File: src/include/bgm_regs.svh
// Register indices, reset values and timing figures of the battery gauge core
`ifndef BGM_REGS_SVH
`define BGM_REGS_SVH

// ==========================================================================
// Register indices (byte address is four times the index)
`define BGM_IDX_STATUS 8'h01
`define BGM_IDX_TEMP 8'h0a
`define BGM_IDX_VOLT 8'h0c
`define BGM_IDX_CURRENT 8'h0e
`define BGM_IDX_ACC 8'h10
`define BGM_IDX_COBIAS 8'h61
`define BGM_IDX_ACCBIAS 8'h62
`define BGM_IDX_MODE 8'h70

// ==========================================================================
// Status/config field positions
`define BGM_ST_PORF 6
`define BGM_ST_SLEEP_EN 5
`define BGM_ST_NBEN 4

// ==========================================================================
// Reset values and fixed codes
`define BGM_RST_STATUS 8'h40
`define BGM_ADDR_HIGH 4'h9
`define BGM_SAT_POS 16'h7fff
`define BGM_SAT_NEG 16'h8000
`define BGM_VOLT_MAX 12'h3ff
`define BGM_ACC_FRAC 12
`define BGM_OFFSET_PERIOD 10

// ==========================================================================
// Timing figures in their own units
`define BGM_CLK_HZ 25000000
`define BGM_T_MEAS_MS 440
`define BGM_T_CONV_MS 3500
`define BGM_T_SLEEP_MS 2000
`define BGM_SAMPLE_HZ 18600

`endif

File: src/include/bgm_pkg.sv
// Types shared by the battery gauge measurement core
`default_nettype none
package bgm_pkg;

  // Power modes, one-hot
  typedef enum logic [1:0] {
    BGM_ACTIVE = 2'b01,
    BGM_SLEEP = 2'b10
  } bgm_mode_type;

  // Converter front-end samples
  typedef struct packed {
    logic [11:0] voltage;
    logic signed [10:0] temperature;
    logic signed [17:0] sense;
    logic signed [17:0] offset;
  } bgm_afe_type;

  // Avalon-MM request from the master
  typedef struct packed {
    logic read;
    logic write;
    logic [9:0] address;
    logic [31:0] writedata;
    logic [3:0] byteenable;
  } bgm_avs_req_type;

endpackage
`default_nettype wire

File: src/verilog/bgm_measure.sv
// Battery gauge measurement, coulomb counting and power mode core
// Summary of operation
// RULE_01: Any bus line high wakes to active
// RULE_02: Sleep needs enable bit and lines low
// RULE_03: Both lines low about two seconds
// RULE_04: Sleep enable reads zero after reset
// RULE_05: Sleep halts conversions, registers stay accessible
// RULE_06: Active converts continuously, all registers accessible
// RULE_07: Voltage every 440 ms, 4.88 mV step
// RULE_08: Voltage overrange reads 7FFFh
// RULE_09: Host discards first voltage after reset/write
// RULE_10: Temperature every 440 ms, 0.125 degree
// RULE_11: Current signed, 1.56 uV step
// RULE_12: Sense below ground gives positive current
// RULE_13: 18.6 kHz sampling, update per conversion
// RULE_14: Current saturates 7FFFh and 8000h
// RULE_15: Every 1024th conversion measures converter offset
// RULE_16: Offset conversion keeps and reuses previous current; a forced one after a count write adds nothing
// RULE_17: Current plus bias accumulated each conversion; the code skips the forced offset conversion after a count write
// RULE_18: New count is current+bias+old count
// RULE_19: Count clamps FFFFh and 0000h, no wrap
// RULE_20: Hidden fraction cleared on count write
// RULE_21: Count write forces offset, resumes second conversion
// RULE_22: Current shows raw plus offset bias
// RULE_23: Offset bias signed, applies after write
// RULE_24: Host reloads offset bias after power-up
// RULE_25: Host may change the slave address
// RULE_26: Timing from internal free-running time base
`default_nettype none
`include "bgm_regs.svh"

module bgm_measure
  import bgm_pkg::*;
#(
  parameter int unsigned P_MEAS_CYC = `BGM_T_MEAS_MS * (`BGM_CLK_HZ / 1000),
  parameter int unsigned P_CONV_CYC = `BGM_T_CONV_MS * (`BGM_CLK_HZ / 1000),
  parameter int unsigned P_SLEEP_CYC = `BGM_T_SLEEP_MS * (`BGM_CLK_HZ / 1000)
) (
  // Clock and reset
  input wire logic i_clk_sys,
  input wire logic i_reset,
  // Two-wire bus lines, sensed only
  input wire logic i_sda,
  input wire logic i_scl,
  // Converter front end
  input wire bgm_afe_type i_afe,
  // Avalon-MM slave
  input wire bgm_avs_req_type i_avs,
  output logic [31:0] o_avs_readdata,
  output logic o_avs_waitrequest,
  // Status outputs
  output logic [6:0] o_slave_addr,
  output logic o_sleeping
);

  // ========================================================================
  // Derived counts
  localparam int unsigned SAMPLE_CYC = `BGM_CLK_HZ / `BGM_SAMPLE_HZ;

  // ========================================================================
  // Declarations
  logic sda_meta, sda_sync, scl_meta, scl_sync;
  bgm_mode_type mode;
  logic [25:0] sleep_cnt;
  logic [10:0] sample_cnt;
  logic [23:0] meas_cnt;
  logic [26:0] conv_cnt;
  logic [9:0] conv_idx;
  logic sample_tick, meas_tick, conv_tick, active;
  logic signed [17:0] sense_avg, offset_avg, offset_corr;
  logic signed [18:0] sense_diff, offset_diff;
  logic signed [17:0] next_sense_avg, next_offset_avg;
  logic signed [19:0] raw_current;
  logic [15:0] next_current;
  logic [15:0] current, voltage, temperature;
  logic [7:0] cobias, accbias, status;
  logic [27:0] acc;
  logic signed [16:0] acc_step;
  logic signed [29:0] acc_sum;
  logic [27:0] next_acc;
  logic force_offset, offset_conv;
  logic ack, wr_en;
  logic [7:0] idx;

  // ========================================================================
  // Helper functions
  function automatic logic [15:0] bgm_sat16(input logic signed [19:0] v);
    if (v > 20'sh07fff) begin
      return `BGM_SAT_POS;
    end else if (v < -20'sh08000) begin
      return `BGM_SAT_NEG;
    end
    return v[15:0];
  endfunction

  function automatic logic [15:0] bgm_merge16(input logic [15:0] old, input logic [31:0] wd,
                                               input logic [3:0] be);
    logic [15:0] r;
    r = old;
    if (be[0]) begin
      r[7:0] = wd[7:0];
    end
    if (be[1]) begin
      r[15:8] = wd[15:8];
    end
    return r;
  endfunction

  // ========================================================================
  // Bus line synchronisers
  always_ff @(posedge i_clk_sys) begin
    if (i_reset) begin
      sda_meta <= 1'b0;
      sda_sync <= 1'b0;
      scl_meta <= 1'b0;
      scl_sync <= 1'b0;
    end else begin
      sda_meta <= i_sda;
      sda_sync <= sda_meta;
      scl_meta <= i_scl;
      scl_sync <= scl_meta;
    end
  end

  // ========================================================================
  // Power mode
  // Idle timer counts while enabled and both lines low
  always_ff @(posedge i_clk_sys) begin
    if (i_reset || sda_sync || scl_sync || !status[`BGM_ST_SLEEP_EN]) begin
      sleep_cnt <= 26'h0; // [RULE_02]
    end else if (mode == BGM_ACTIVE) begin
      sleep_cnt <= sleep_cnt + 26'h1; // [RULE_03]
    end
  end

  // Mode transitions
  always_ff @(posedge i_clk_sys) begin
    if (i_reset) begin
      mode <= BGM_ACTIVE;
    end else begin
      unique case (mode)
        BGM_ACTIVE: begin
          if (status[`BGM_ST_SLEEP_EN] && !sda_sync && !scl_sync &&
              sleep_cnt == 26'(P_SLEEP_CYC - 1)) begin
            mode <= BGM_SLEEP; // [RULE_02] [RULE_03]
          end
        end
        BGM_SLEEP: begin
          if (sda_sync || scl_sync) begin
            mode <= BGM_ACTIVE; // [RULE_01]
          end
        end
        default: mode <= BGM_ACTIVE;
      endcase
    end
  end

  assign active = (mode == BGM_ACTIVE);
  assign o_sleeping = (mode == BGM_SLEEP);

  // ========================================================================
  // Internal time base, frozen in sleep
  assign sample_tick = active && (sample_cnt == 11'(SAMPLE_CYC - 1));
  assign meas_tick = active && (meas_cnt == 24'(P_MEAS_CYC - 1));
  assign conv_tick = active && (conv_cnt == 27'(P_CONV_CYC - 1));

  // Converter sample clock divider
  always_ff @(posedge i_clk_sys) begin
    if (i_reset || sample_tick) begin
      sample_cnt <= 11'h0; // [RULE_13] [RULE_26]
    end else if (active) begin
      sample_cnt <= sample_cnt + 11'h1; // [RULE_05]
    end
  end

  // Voltage and temperature period
  always_ff @(posedge i_clk_sys) begin
    if (i_reset || meas_tick) begin
      meas_cnt <= 24'h0; // [RULE_26]
    end else if (active) begin
      meas_cnt <= meas_cnt + 24'h1; // [RULE_06]
    end
  end

  // Current conversion period, restarted by a count write
  always_ff @(posedge i_clk_sys) begin
    if (i_reset || conv_tick || (wr_en && idx == `BGM_IDX_ACC)) begin
      conv_cnt <= 27'h0; // [RULE_21]
    end else if (active) begin
      conv_cnt <= conv_cnt + 27'h1; // [RULE_05]
    end
  end

  // Conversion index, zero marks the offset conversion
  always_ff @(posedge i_clk_sys) begin
    if (i_reset) begin
      conv_idx <= 10'h0;
    end else if (conv_tick) begin
      conv_idx <= conv_idx + 10'h1; // [RULE_15]
    end
  end

  // ========================================================================
  // Sense and offset filtering at the sample rate
  assign sense_diff = {i_afe.sense[17], i_afe.sense} - {sense_avg[17], sense_avg};
  assign offset_diff = {i_afe.offset[17], i_afe.offset} - {offset_avg[17], offset_avg};
  assign next_sense_avg = 18'($signed({sense_avg[17], sense_avg}) + (sense_diff >>> 4));
  assign next_offset_avg = 18'($signed({offset_avg[17], offset_avg}) + (offset_diff >>> 4));

  always_ff @(posedge i_clk_sys) begin
    if (i_reset) begin
      sense_avg <= 18'sh0;
      offset_avg <= 18'sh0;
    end else if (sample_tick) begin
      sense_avg <= next_sense_avg; // [RULE_13]
      offset_avg <= next_offset_avg;
    end
  end

  // ========================================================================
  // Current result: sign flipped, offset removed, bias added, saturated
  assign offset_conv = force_offset || (conv_idx == 10'h0);
  assign raw_current = {{2{offset_corr[17]}}, offset_corr} - {{2{sense_avg[17]}}, sense_avg}; // [RULE_12]
  assign next_current = bgm_sat16(raw_current + {{12{cobias[7]}}, cobias}); // [RULE_14] [RULE_22] [RULE_23]

  // Offset correction factor and current register
  always_ff @(posedge i_clk_sys) begin
    if (i_reset) begin
      offset_corr <= 18'sh0;
      current <= 16'h0;
    end else if (conv_tick) begin
      if (offset_conv) begin
        offset_corr <= offset_avg; // [RULE_15] [RULE_16]
      end else begin
        current <= next_current; // [RULE_11] [RULE_13]
      end
    end
  end

  // Forced offset measurement after a count write
  always_ff @(posedge i_clk_sys) begin
    if (i_reset) begin
      force_offset <= 1'b0;
    end else if (wr_en && idx == `BGM_IDX_ACC) begin
      force_offset <= 1'b1; // [RULE_21]
    end else if (conv_tick) begin
      force_offset <= 1'b0;
    end
  end

  // ========================================================================
  // Voltage and temperature registers
  always_ff @(posedge i_clk_sys) begin
    if (i_reset) begin
      voltage <= 16'h0;
      temperature <= 16'h0;
    end else if (meas_tick) begin
      if (i_afe.voltage > `BGM_VOLT_MAX) begin
        voltage <= `BGM_SAT_POS; // [RULE_08]
      end else begin
        voltage <= {i_afe.voltage[10:0], 5'h0}; // [RULE_07]
      end
      temperature <= {i_afe.temperature, 5'h0}; // [RULE_10]
    end
  end

  // ========================================================================
  // Charge accumulation with hidden fraction
  // Fresh result on a normal conversion, held result on an offset conversion
  assign acc_step = offset_conv ? ({current[15], current} + {{9{accbias[7]}}, accbias})
                                : ({next_current[15], next_current} + {{9{accbias[7]}}, accbias}); // [RULE_17] [RULE_22]
  assign acc_sum = $signed({2'b00, acc}) + {{13{acc_step[16]}}, acc_step}; // [RULE_18]

  always_comb begin
    if (acc_sum[29]) begin
      next_acc = 28'h0; // [RULE_19]
    end else if (acc_sum[28]) begin
      next_acc = 28'hfffffff; // [RULE_19]
    end else begin
      next_acc = acc_sum[27:0];
    end
  end

  // Host write wins over an accumulation in the same cycle
  always_ff @(posedge i_clk_sys) begin
    if (i_reset) begin
      acc <= 28'h0;
    end else if (wr_en && idx == `BGM_IDX_ACC) begin
      acc <= {bgm_merge16(acc[27:`BGM_ACC_FRAC], i_avs.writedata, i_avs.byteenable),
              12'h0}; // [RULE_20]
    end else if (conv_tick && !force_offset) begin
      acc <= next_acc; // [RULE_16] [RULE_17]
    end
  end

  // ========================================================================
  // Avalon-MM slave, one wait state per access
  assign idx = i_avs.address[9:2];
  assign wr_en = i_avs.write && ack;
  assign o_avs_waitrequest = (i_avs.read || i_avs.write) && !ack;

  always_ff @(posedge i_clk_sys) begin
    if (i_reset) begin
      ack <= 1'b0;
    end else begin
      ack <= (i_avs.read || i_avs.write) && !ack;
    end
  end

  // Status/config, bias registers
  always_ff @(posedge i_clk_sys) begin
    if (i_reset) begin
      status <= `BGM_RST_STATUS; // [RULE_04]
      cobias <= 8'h0;
      accbias <= 8'h0;
    end else if (wr_en && i_avs.byteenable[0]) begin
      unique case (idx)
        `BGM_IDX_STATUS: begin
          status[`BGM_ST_PORF] <= status[`BGM_ST_PORF] & i_avs.writedata[`BGM_ST_PORF];
          status[`BGM_ST_SLEEP_EN] <= i_avs.writedata[`BGM_ST_SLEEP_EN]; // [RULE_02]
          status[`BGM_ST_NBEN] <= i_avs.writedata[`BGM_ST_NBEN];
          status[2:0] <= i_avs.writedata[2:0]; // [RULE_25]
        end
        `BGM_IDX_COBIAS: cobias <= i_avs.writedata[7:0]; // [RULE_23]
        `BGM_IDX_ACCBIAS: accbias <= i_avs.writedata[7:0];
        default: ;
      endcase
    end
  end

  assign o_slave_addr = {`BGM_ADDR_HIGH, status[2:0]}; // [RULE_25]

  // Read data, registered during the wait state
  always_ff @(posedge i_clk_sys) begin
    if (i_reset) begin
      o_avs_readdata <= 32'h0;
    end else if (i_avs.read && !ack) begin
      unique case (idx)
        `BGM_IDX_STATUS: o_avs_readdata <= {24'h0, 1'b0, status[6:4], 1'b0, status[2:0]};
        `BGM_IDX_TEMP: o_avs_readdata <= {16'h0, temperature};
        `BGM_IDX_VOLT: o_avs_readdata <= {16'h0, voltage};
        `BGM_IDX_CURRENT: o_avs_readdata <= {16'h0, current};
        `BGM_IDX_ACC: o_avs_readdata <= {16'h0, acc[27:`BGM_ACC_FRAC]};
        `BGM_IDX_COBIAS: o_avs_readdata <= {24'h0, cobias};
        `BGM_IDX_ACCBIAS: o_avs_readdata <= {24'h0, accbias};
        `BGM_IDX_MODE: o_avs_readdata <= {31'h0, o_sleeping};
        default: o_avs_readdata <= 32'h0;
      endcase
    end
  end

endmodule
`default_nettype wire
File: config.mk
export PLATFORM = sky130hd
export DESIGN_NAME = bgm_measure
export DESIGN_NICKNAME = d
export VERILOG_FILES = /design/src/include/bgm_pkg.sv /design/src/verilog/bgm_measure.sv
export VERILOG_INCLUDE_DIRS = /design/src /design/src/include
export SDC_FILE = /design/constraint.sdc
export NUM_CORES = 1
export LEC_CHECK = 0
export BUFFER_PORTS_ARGS = -buffer_cell sky130_fd_sc_hd__buf_2
export CAP_MARGIN = 20
export CORE_UTILIZATION = 45
export DETAILED_ROUTE_END_ITERATION = 16
export GPL_TIMING_DRIVEN = 0
export HOLD_SLACK_MARGIN = 0.12
export PLACE_DENSITY = 0.74
export SYNTH_ARGS = -nofsm -noshare
export SYNTH_HDL_FRONTEND = slang
export SYNTH_SLANG_ARGS = --single-unit
File: constraint.sdc
create_clock -name i_clk_sys -period 8.5 [get_ports i_clk_sys]
set_clock_uncertainty 0.15 [all_clocks]
set_input_delay 1.275 -clock i_clk_sys [delete_from_list [all_inputs] [get_ports i_clk_sys]]
set_output_delay 1.275 -clock i_clk_sys [all_outputs]
set_load 0.05 [all_outputs]
# Yosys cells after proc, flatten, opt, wreduce, memory -nomap -nowiden

Cells that the tools add are included.
W data, S select, Z words.

Register bits after elaboration: 285
Bits of input ports: 111
Output and inout port bits: 41
Word-level logic and storage cells: 120

Add/sub/neg operators: 14
Order comparisons: 3
Equality and inequality tests: 18
Muxes and demuxes: 19
Bitwise operators: 2
Reductions and logical operators: 39

Operators by type and width:

| kind                    | count |
|---|---|
| $pmux W16 S8            | 1 |
| $mux W28                | 4 |
| $mux W16                | 4 |
| $sub A18 B18 Y19        | 3 |
| $add A18 B15 Y18        | 2 |
| $add A16 B8 Y17         | 2 |
| $add A29 B17 Y30        | 1 |
| $add A27 B1 Y27 const B | 1 |
| $eq A27 B27 Y1 const B  | 1 |
| $add A26 B1 Y26 const B | 1 |
| $eq A26 B26 Y1 const B  | 1 |
| $add A24 B1 Y24 const B | 1 |
| $eq A24 B24 Y1 const B  | 1 |
| $eq A8 B4 Y1 const B    | 3 |
| $eq A8 B7 Y1 const B    | 3 |
| $add A19 B8 Y20         | 1 |
| $gt A20 B16 Y1 const B  | 1 |
| $lt A20 B16 Y1 const B  | 1 |
| $mux W17                | 1 |
| $mux W8                 | 2 |
| $reduce_and A2 Y1       | 8 |
| $gt A12 B10 Y1 const B  | 1 |
| $logic_and A1 B1 Y1     | 12 |
| $add A11 B1 Y11 const B | 1 |
| 18 further kinds        | 38 |

# Depth between registers and ports, before layout

Depth in word-level cells: 13
Mapped depth: 42
Mapped depth without buffers: 40

# Worst setup path after synthesis

No wires, ideal clock.

Path kind: register to register
From: register sense_avg[1]
To: register acc[8]
Library setup time: 0.069 ns
Arrival: 7.821 ns
Required time: 8.281 ns
Slack: 0.461 ns
Cell stages (with the launch flop): 39
Buffers on the path: 3
Period minus slack after synthesis: 8.039 ns
Cell sequence: dfxtp_1 fa_1 inv_1 ha_1 a21o_1 a21oi_1 nor2b_1 o211ai_1 o21ai_1 a311o_1 a31oi_1 o21ai_1 a21oi_1 and2_2 buf_2 buf_4 a211oi_1 ha_1 [... 3 more ...] o21ai_1 a21oi_1 nor2_1 o21ai_0 a21oi_1 a21oi_1 xnor2_1 ha_1 a21oi_1 o211ai_1 a221oi_1 o31ai_4 o211ai_1 o21ai_1 xnor2_1 or4b_1 buf_2 o21ai_1

Longest elaborated chain between the ends: 11
Elaborated cells on any way between the ends: 13
Classes of those cells: add/sub (4); order compare (2); mux (7)

RTL lines:

| element                | RTL line           | source |
|---|---|---|
| from (decl)            | bgm_measure.sv:70  | `logic signed [17:0] sense_avg, offset_avg, offset_corr;` |
| from (signal assigned) | bgm_measure.sv:215 | `sense_avg <= next_sense_avg;` |
| $sub A18 B18 Y19 (*)   | bgm_measure.sv:223 | `assign raw_current = {{2{offset_corr[17]}}, offset_corr} - {{2{sense_avg[17]}}, sense_avg};` |
| $add A19 B8 Y20 (*)    | bgm_measure.sv:224 | `assign next_current = bgm_sat16(raw_current + {{12{cobias[7]}}, cobias});` |
| $lt A20 B16 Y1         | bgm_measure.sv:90  | `end else if (v < -20'sh08000) begin` |
| $mux W1                | bgm_measure.sv:90  |  |
| $mux W1                | bgm_measure.sv:88  | `if (v > 20'sh07fff) begin` |
| $mux W16 (*)           | bgm_measure.sv:93  | `return v[15:0];` |
| $add A16 B8 Y17 (*)    | bgm_measure.sv:271 | `: ({next_current[15], next_current} + {{9{accbias[7]}}, accbias});` |
| $mux W17 (*)           | bgm_measure.sv:270 | `assign acc_step = offset_conv ? ({current[15], current} + {{9{accbias[7]}}, accbias})` |
| $add A29 B17 Y30 (*)   | bgm_measure.sv:272 | `assign acc_sum = $signed({2'b00, acc}) + {{13{acc_step[16]}}, acc_step};` |
| $mux W28               | bgm_measure.sv:277 | `end else if (acc_sum[28]) begin` |
| $mux W28 (*)           | bgm_measure.sv:275 | `if (acc_sum[29]) begin` |
| to (signal assigned)   | bgm_measure.sv:289 | `` acc <= {bgm_merge16(acc[27:`BGM_ACC_FRAC], i_avs.writedata, i_avs.byteenable), `` |
| to (signal assigned)   | bgm_measure.sv:292 | `acc <= next_acc;` |
| to (decl)              | bgm_measure.sv:77  | `logic [27:0] acc;` |

Mark *: on every way between the ends. The rest lies on a longest branch, timed or not.
A chain may end at the register's enable or synchronous reset.

# Worst setup path after layout

From: register cobias[5]
To: register acc[3]

Longest elaborated chain between the ends: 10
Elaborated cells on any way between the ends: 12
Classes of those cells: add/sub (3); order compare (2); mux (7)

RTL lines:

| element                | RTL line           | source |
|---|---|---|
| from (decl)            | bgm_measure.sv:76  | `logic [7:0] cobias, accbias, status;` |
| from (signal assigned) | bgm_measure.sv:324 | `` `BGM_IDX_COBIAS: cobias <= i_avs.writedata[7:0]; `` |
| $add A19 B8 Y20 (*)    | bgm_measure.sv:224 |  |
| $lt A20 B16 Y1         | bgm_measure.sv:90  |  |
| $mux W1                | bgm_measure.sv:90  |  |
| $mux W1                | bgm_measure.sv:88  |  |
| $mux W16 (*)           | bgm_measure.sv:93  |  |
| $add A16 B8 Y17 (*)    | bgm_measure.sv:271 |  |
| $mux W17 (*)           | bgm_measure.sv:270 |  |
| $add A29 B17 Y30 (*)   | bgm_measure.sv:272 |  |
| $mux W28               | bgm_measure.sv:277 |  |
| $mux W28 (*)           | bgm_measure.sv:275 |  |

Marked as above.

==> out/results.txt <==
Placed instance area -> 18900 um2
F_max -> 120 MHz
Max stage delay cell, worst path -> or4b_4
FP Rows -> 72
Synth cell types -> 84
Final Hold Slack -> 0.297 ns
Headroom to the max-slew limit -> 0.300
Leakage -> 8.29 nW
Detailed-routed wire length on met2 -> 23900 um
Proportion of netlist area held by the largest area contributor -> 0.302
Iteration-0 DRC Markers -> 1312
Number of optimization iterations in the first detailed-route pass -> 8
Peak supply drop -> 125 uV
Routability-driven placement congestion ratio -> 0.995
Post-synthesis register bit count -> 265
Critical Path Source Type -> flop
Total number of yosys warnings -> 0
Setup WS post-layout -> 0.178 ns
Most used flip-flop cell after synthesis -> dfxtp_1
Wire length of the first global-routing pass -> 79500 um
Max Transition Viols Final -> 0
Slew at the pin closest to its max-slew limit -> 1.04 ns
Die X-Extent -> 200 um
Clock tree root driver cell -> clkbuf_16
Kind of capture point of the worst setup path -> flop
DP Worst Slack -> -1.34 ns
Clock transition at the registers of the reported paths -> 0.07 ns
Detail Route met3 WL -> 3640 um
Sum of negative setup slack -> 0 ns
Cell count after synthesis -> 2239
Number of instances in the placed design -> 2886
Total number of clock tree sinks -> 265
Post-synthesis cell type with the largest combined area -> dfxtp_1
Post-synth ARST share -> 0
Number of H-tree branching levels -> 1
Run status -> completed
Residual DRC count -> 0
Insertion delay of the later-clocked pin in the worst-skew pair -> 0.56 ns
Vias after detailed routing -> 16700
Number of enable-type register cells in the synthesized netlist -> 0
CTS max path bufs -> 3
Start point of the worst min-delay path -> scl_meta
Vias in the first global route -> 15900
Top sig layer -> met4
Count of non-filler cells in the finished layout -> 2988
Shortest clock period the worst path allows after layout -> 8.32 ns
Antenna violations before repair -> 0
Post-route core utilization -> 0.542
Number of hold-slack violations in the final timing report -> 0
DIE AREA -> 39900 um2
Total of fill cells in the finished design -> 3594
Share of the clock period used by the worst path -> 0.979
Share of synthesized area occupied by flip-flops and latches -> 0.302
Maximum number of pins on one net before global-route repair -> 15
Final layout net count -> 2720
Number of failing setup endpoints in the final timing report -> 0
Total clock buffers created by CTS -> 28
Total I/O pin count -> 152
CP Data Required Time -> 8.84 ns
PwrDens -> 137 nW/um2
Post-synthesis instance area -> 17600 um2
Leading cell type in the layout, fill and taps excluded -> nor2_1
CORE AREA -> 38600 um2
Detail-routed via count per cell -> 5.59
Starting density of the core -> 0.455
Slowest cell delay on critical path -> 0.59 ns
Startpoint of the worst-slack reg-to-reg timing path -> cobias[5]
Wire length after detailed routing -> 50800 um
Worst reg-to-reg setup slack -> 0.18 ns
Post-detail-place hpwl -> 38600 um
Ant diodes -> 0
Port buffer count -> 109
DRT antenna net count -> 0
GRT Total Usage -> 0.248
Per-cell routed wire length -> 17.0 um
Routed length on met1 -> 21800 um
Number of cells traversed by the worst register-to-register path -> 38
Post-CTS Hold Fix Bufs -> 0
Design area -> 20900 um2
CP startpoint -> cobias[5]
Critical path's most frequent cell -> a21oi_2
Proportion of layout cells with a drive suffix above 1 -> 0.153
Capture instance of the worst register-to-register path -> acc[3]
Vert. Die Dim -> 200 um
WHS Path Cells -> 1
Gr ovfl total -> 0
Avg Synthesized Cell Area -> 7.86 um2
P&R area growth vs syn -> 19.1%
Hold EP -> scl_sync
Largest cells by area after synthesis -> dfxtp_1, ha_1, nor2_1, a21oi_1, nand2_1
Clock tree from TritonCTS -> yes
Top fanout value on the critical path -> 10
Worst EP arrival -> 8.66 ns
Max-cap viol count -> 0
Most used cells in the layout excluding fill and tap cells -> nor2_1, dfxtp_1, nand2_1, a21oi_1, inv_1
Min-delay worst type -> flop to flop
Post-layout power -> 2.87 mW
Critical path class -> flop to flop
critical path: cells and delay by family (launching register included):
family / cells / cell delay, ns
AND/OR/NAND/NOR: 8 / 1.98
AO/OA/AOI/OAI: 19 / 3.20
flip-flops: 1 / 0.39
adder cells (fa/ha/maj): 5 / 1.69
buffers and inverters: 4 / 0.45
XOR/XNOR: 2 / 0.38
cell type report:
class,count,area [um2],area share
Timing Repair Buffer,162,976,0.0466
Clock buffer,35,767,0.0366
Inverter,136,518,0.0247
Buffer,100,524,0.0250
Clock inverter,17,279,0.0133
Tap cell,518,648,0.0309
Sequential cell,265,5320,0.254
Multi-Input combinational cell,1755,11900,0.569
synth_stat cells, drive strengths merged, types with 3 or more instances:
master	instances
a21o	35
and3	23
a21oi	204
xor2	79
nand2b	27
o21bai	23
a222oi	15
nand3	78
o21ai	107
o31a	4
or2b	3
o2111ai	3
nor4	12
nor2b	27
inv	136
nor4b	5
buf	35
and4	10
a21boi	3
ha	139
nand3b	5
o211ai	9
o21a	22
or3	24
a221oi	7
nor3	45
mux2i	22
nand2	245
clkbuf	66
dfxtp	265
a211oi	39
a22oi	9
or4	4
nor2	279
nand4	27
or4b	5
xnor2	100
a31oi	24
a2111oi	4
and2	9
fa	22
or2	9
o31ai	7
worst max-delay path by stage:
| stage | slack, ns | end | depth (start not counted) |
|---|---|---|---|
| 2_1_floorplan | 0.46 | acc[8] | 38 |
| 3_5_place_dp | -1.34 | acc[2] | 38 |
| 6_report | 0.18 | acc[3] | 38 |
| 4_1_cts | 0.01 | acc[2] | 38 |
| 3_3_place_gp | -1.22 | acc[3] | 38 |
| 5_1_grt | -0.10 | acc[0] | 38 |
state kept, by name, indices dropped and copies added, names as in the netlist, 18 cells and up:
signal       flops
sense_avg       18
offset_corr     18
sleep_cnt       26
acc             28
offset_avg      18
meas_cnt        24
conv_cnt        27
timing repair:
action                                  in CTS  in global routing
pin swaps                                   13                 63
endpoints found under the setup margin      28                 28
gates resized for setup                     47                 87
gates cloned                                 0                  3
buffers inserted                            12                 37
routing by layer:
| layer | up-vias | global-route usage |
|---|---|---|
| li1 | 8167 | - |
| met1 | 7876 | 0.320 |
| met2 | 560 | 0.428 |
| met3 | 106 | 0.0299 |
| met4 | 0 | 0.0820 |
| met5 | - | 0 |
report_power, final:
part	internal, mW	total (mW)	switching, mW
registers	1.25	1.25	0.00427
clock network	0.855	1.39	0.540
logic	0.0858	0.224	0.138
total	2.19	2.87	0.682
cell families after synthesis:
| kind of cell | after synthesis | synth area share |
|---|---|---|
| and+or+nand+nor | 842 | 0.223 |
| AOI/OAI and AO/OA | 528 | 0.190 |
| DFF | 265 | 0.302 |
| buffers and inverters | 238 | 0.0582 |
| xor gates and xnor gates | 179 | 0.0895 |
| adders and majority gates | 161 | 0.124 |
| muxes | 24 | 0.0138 |
| other | 2 | 0.000427 |
Power figures use the tool's default switching activity.
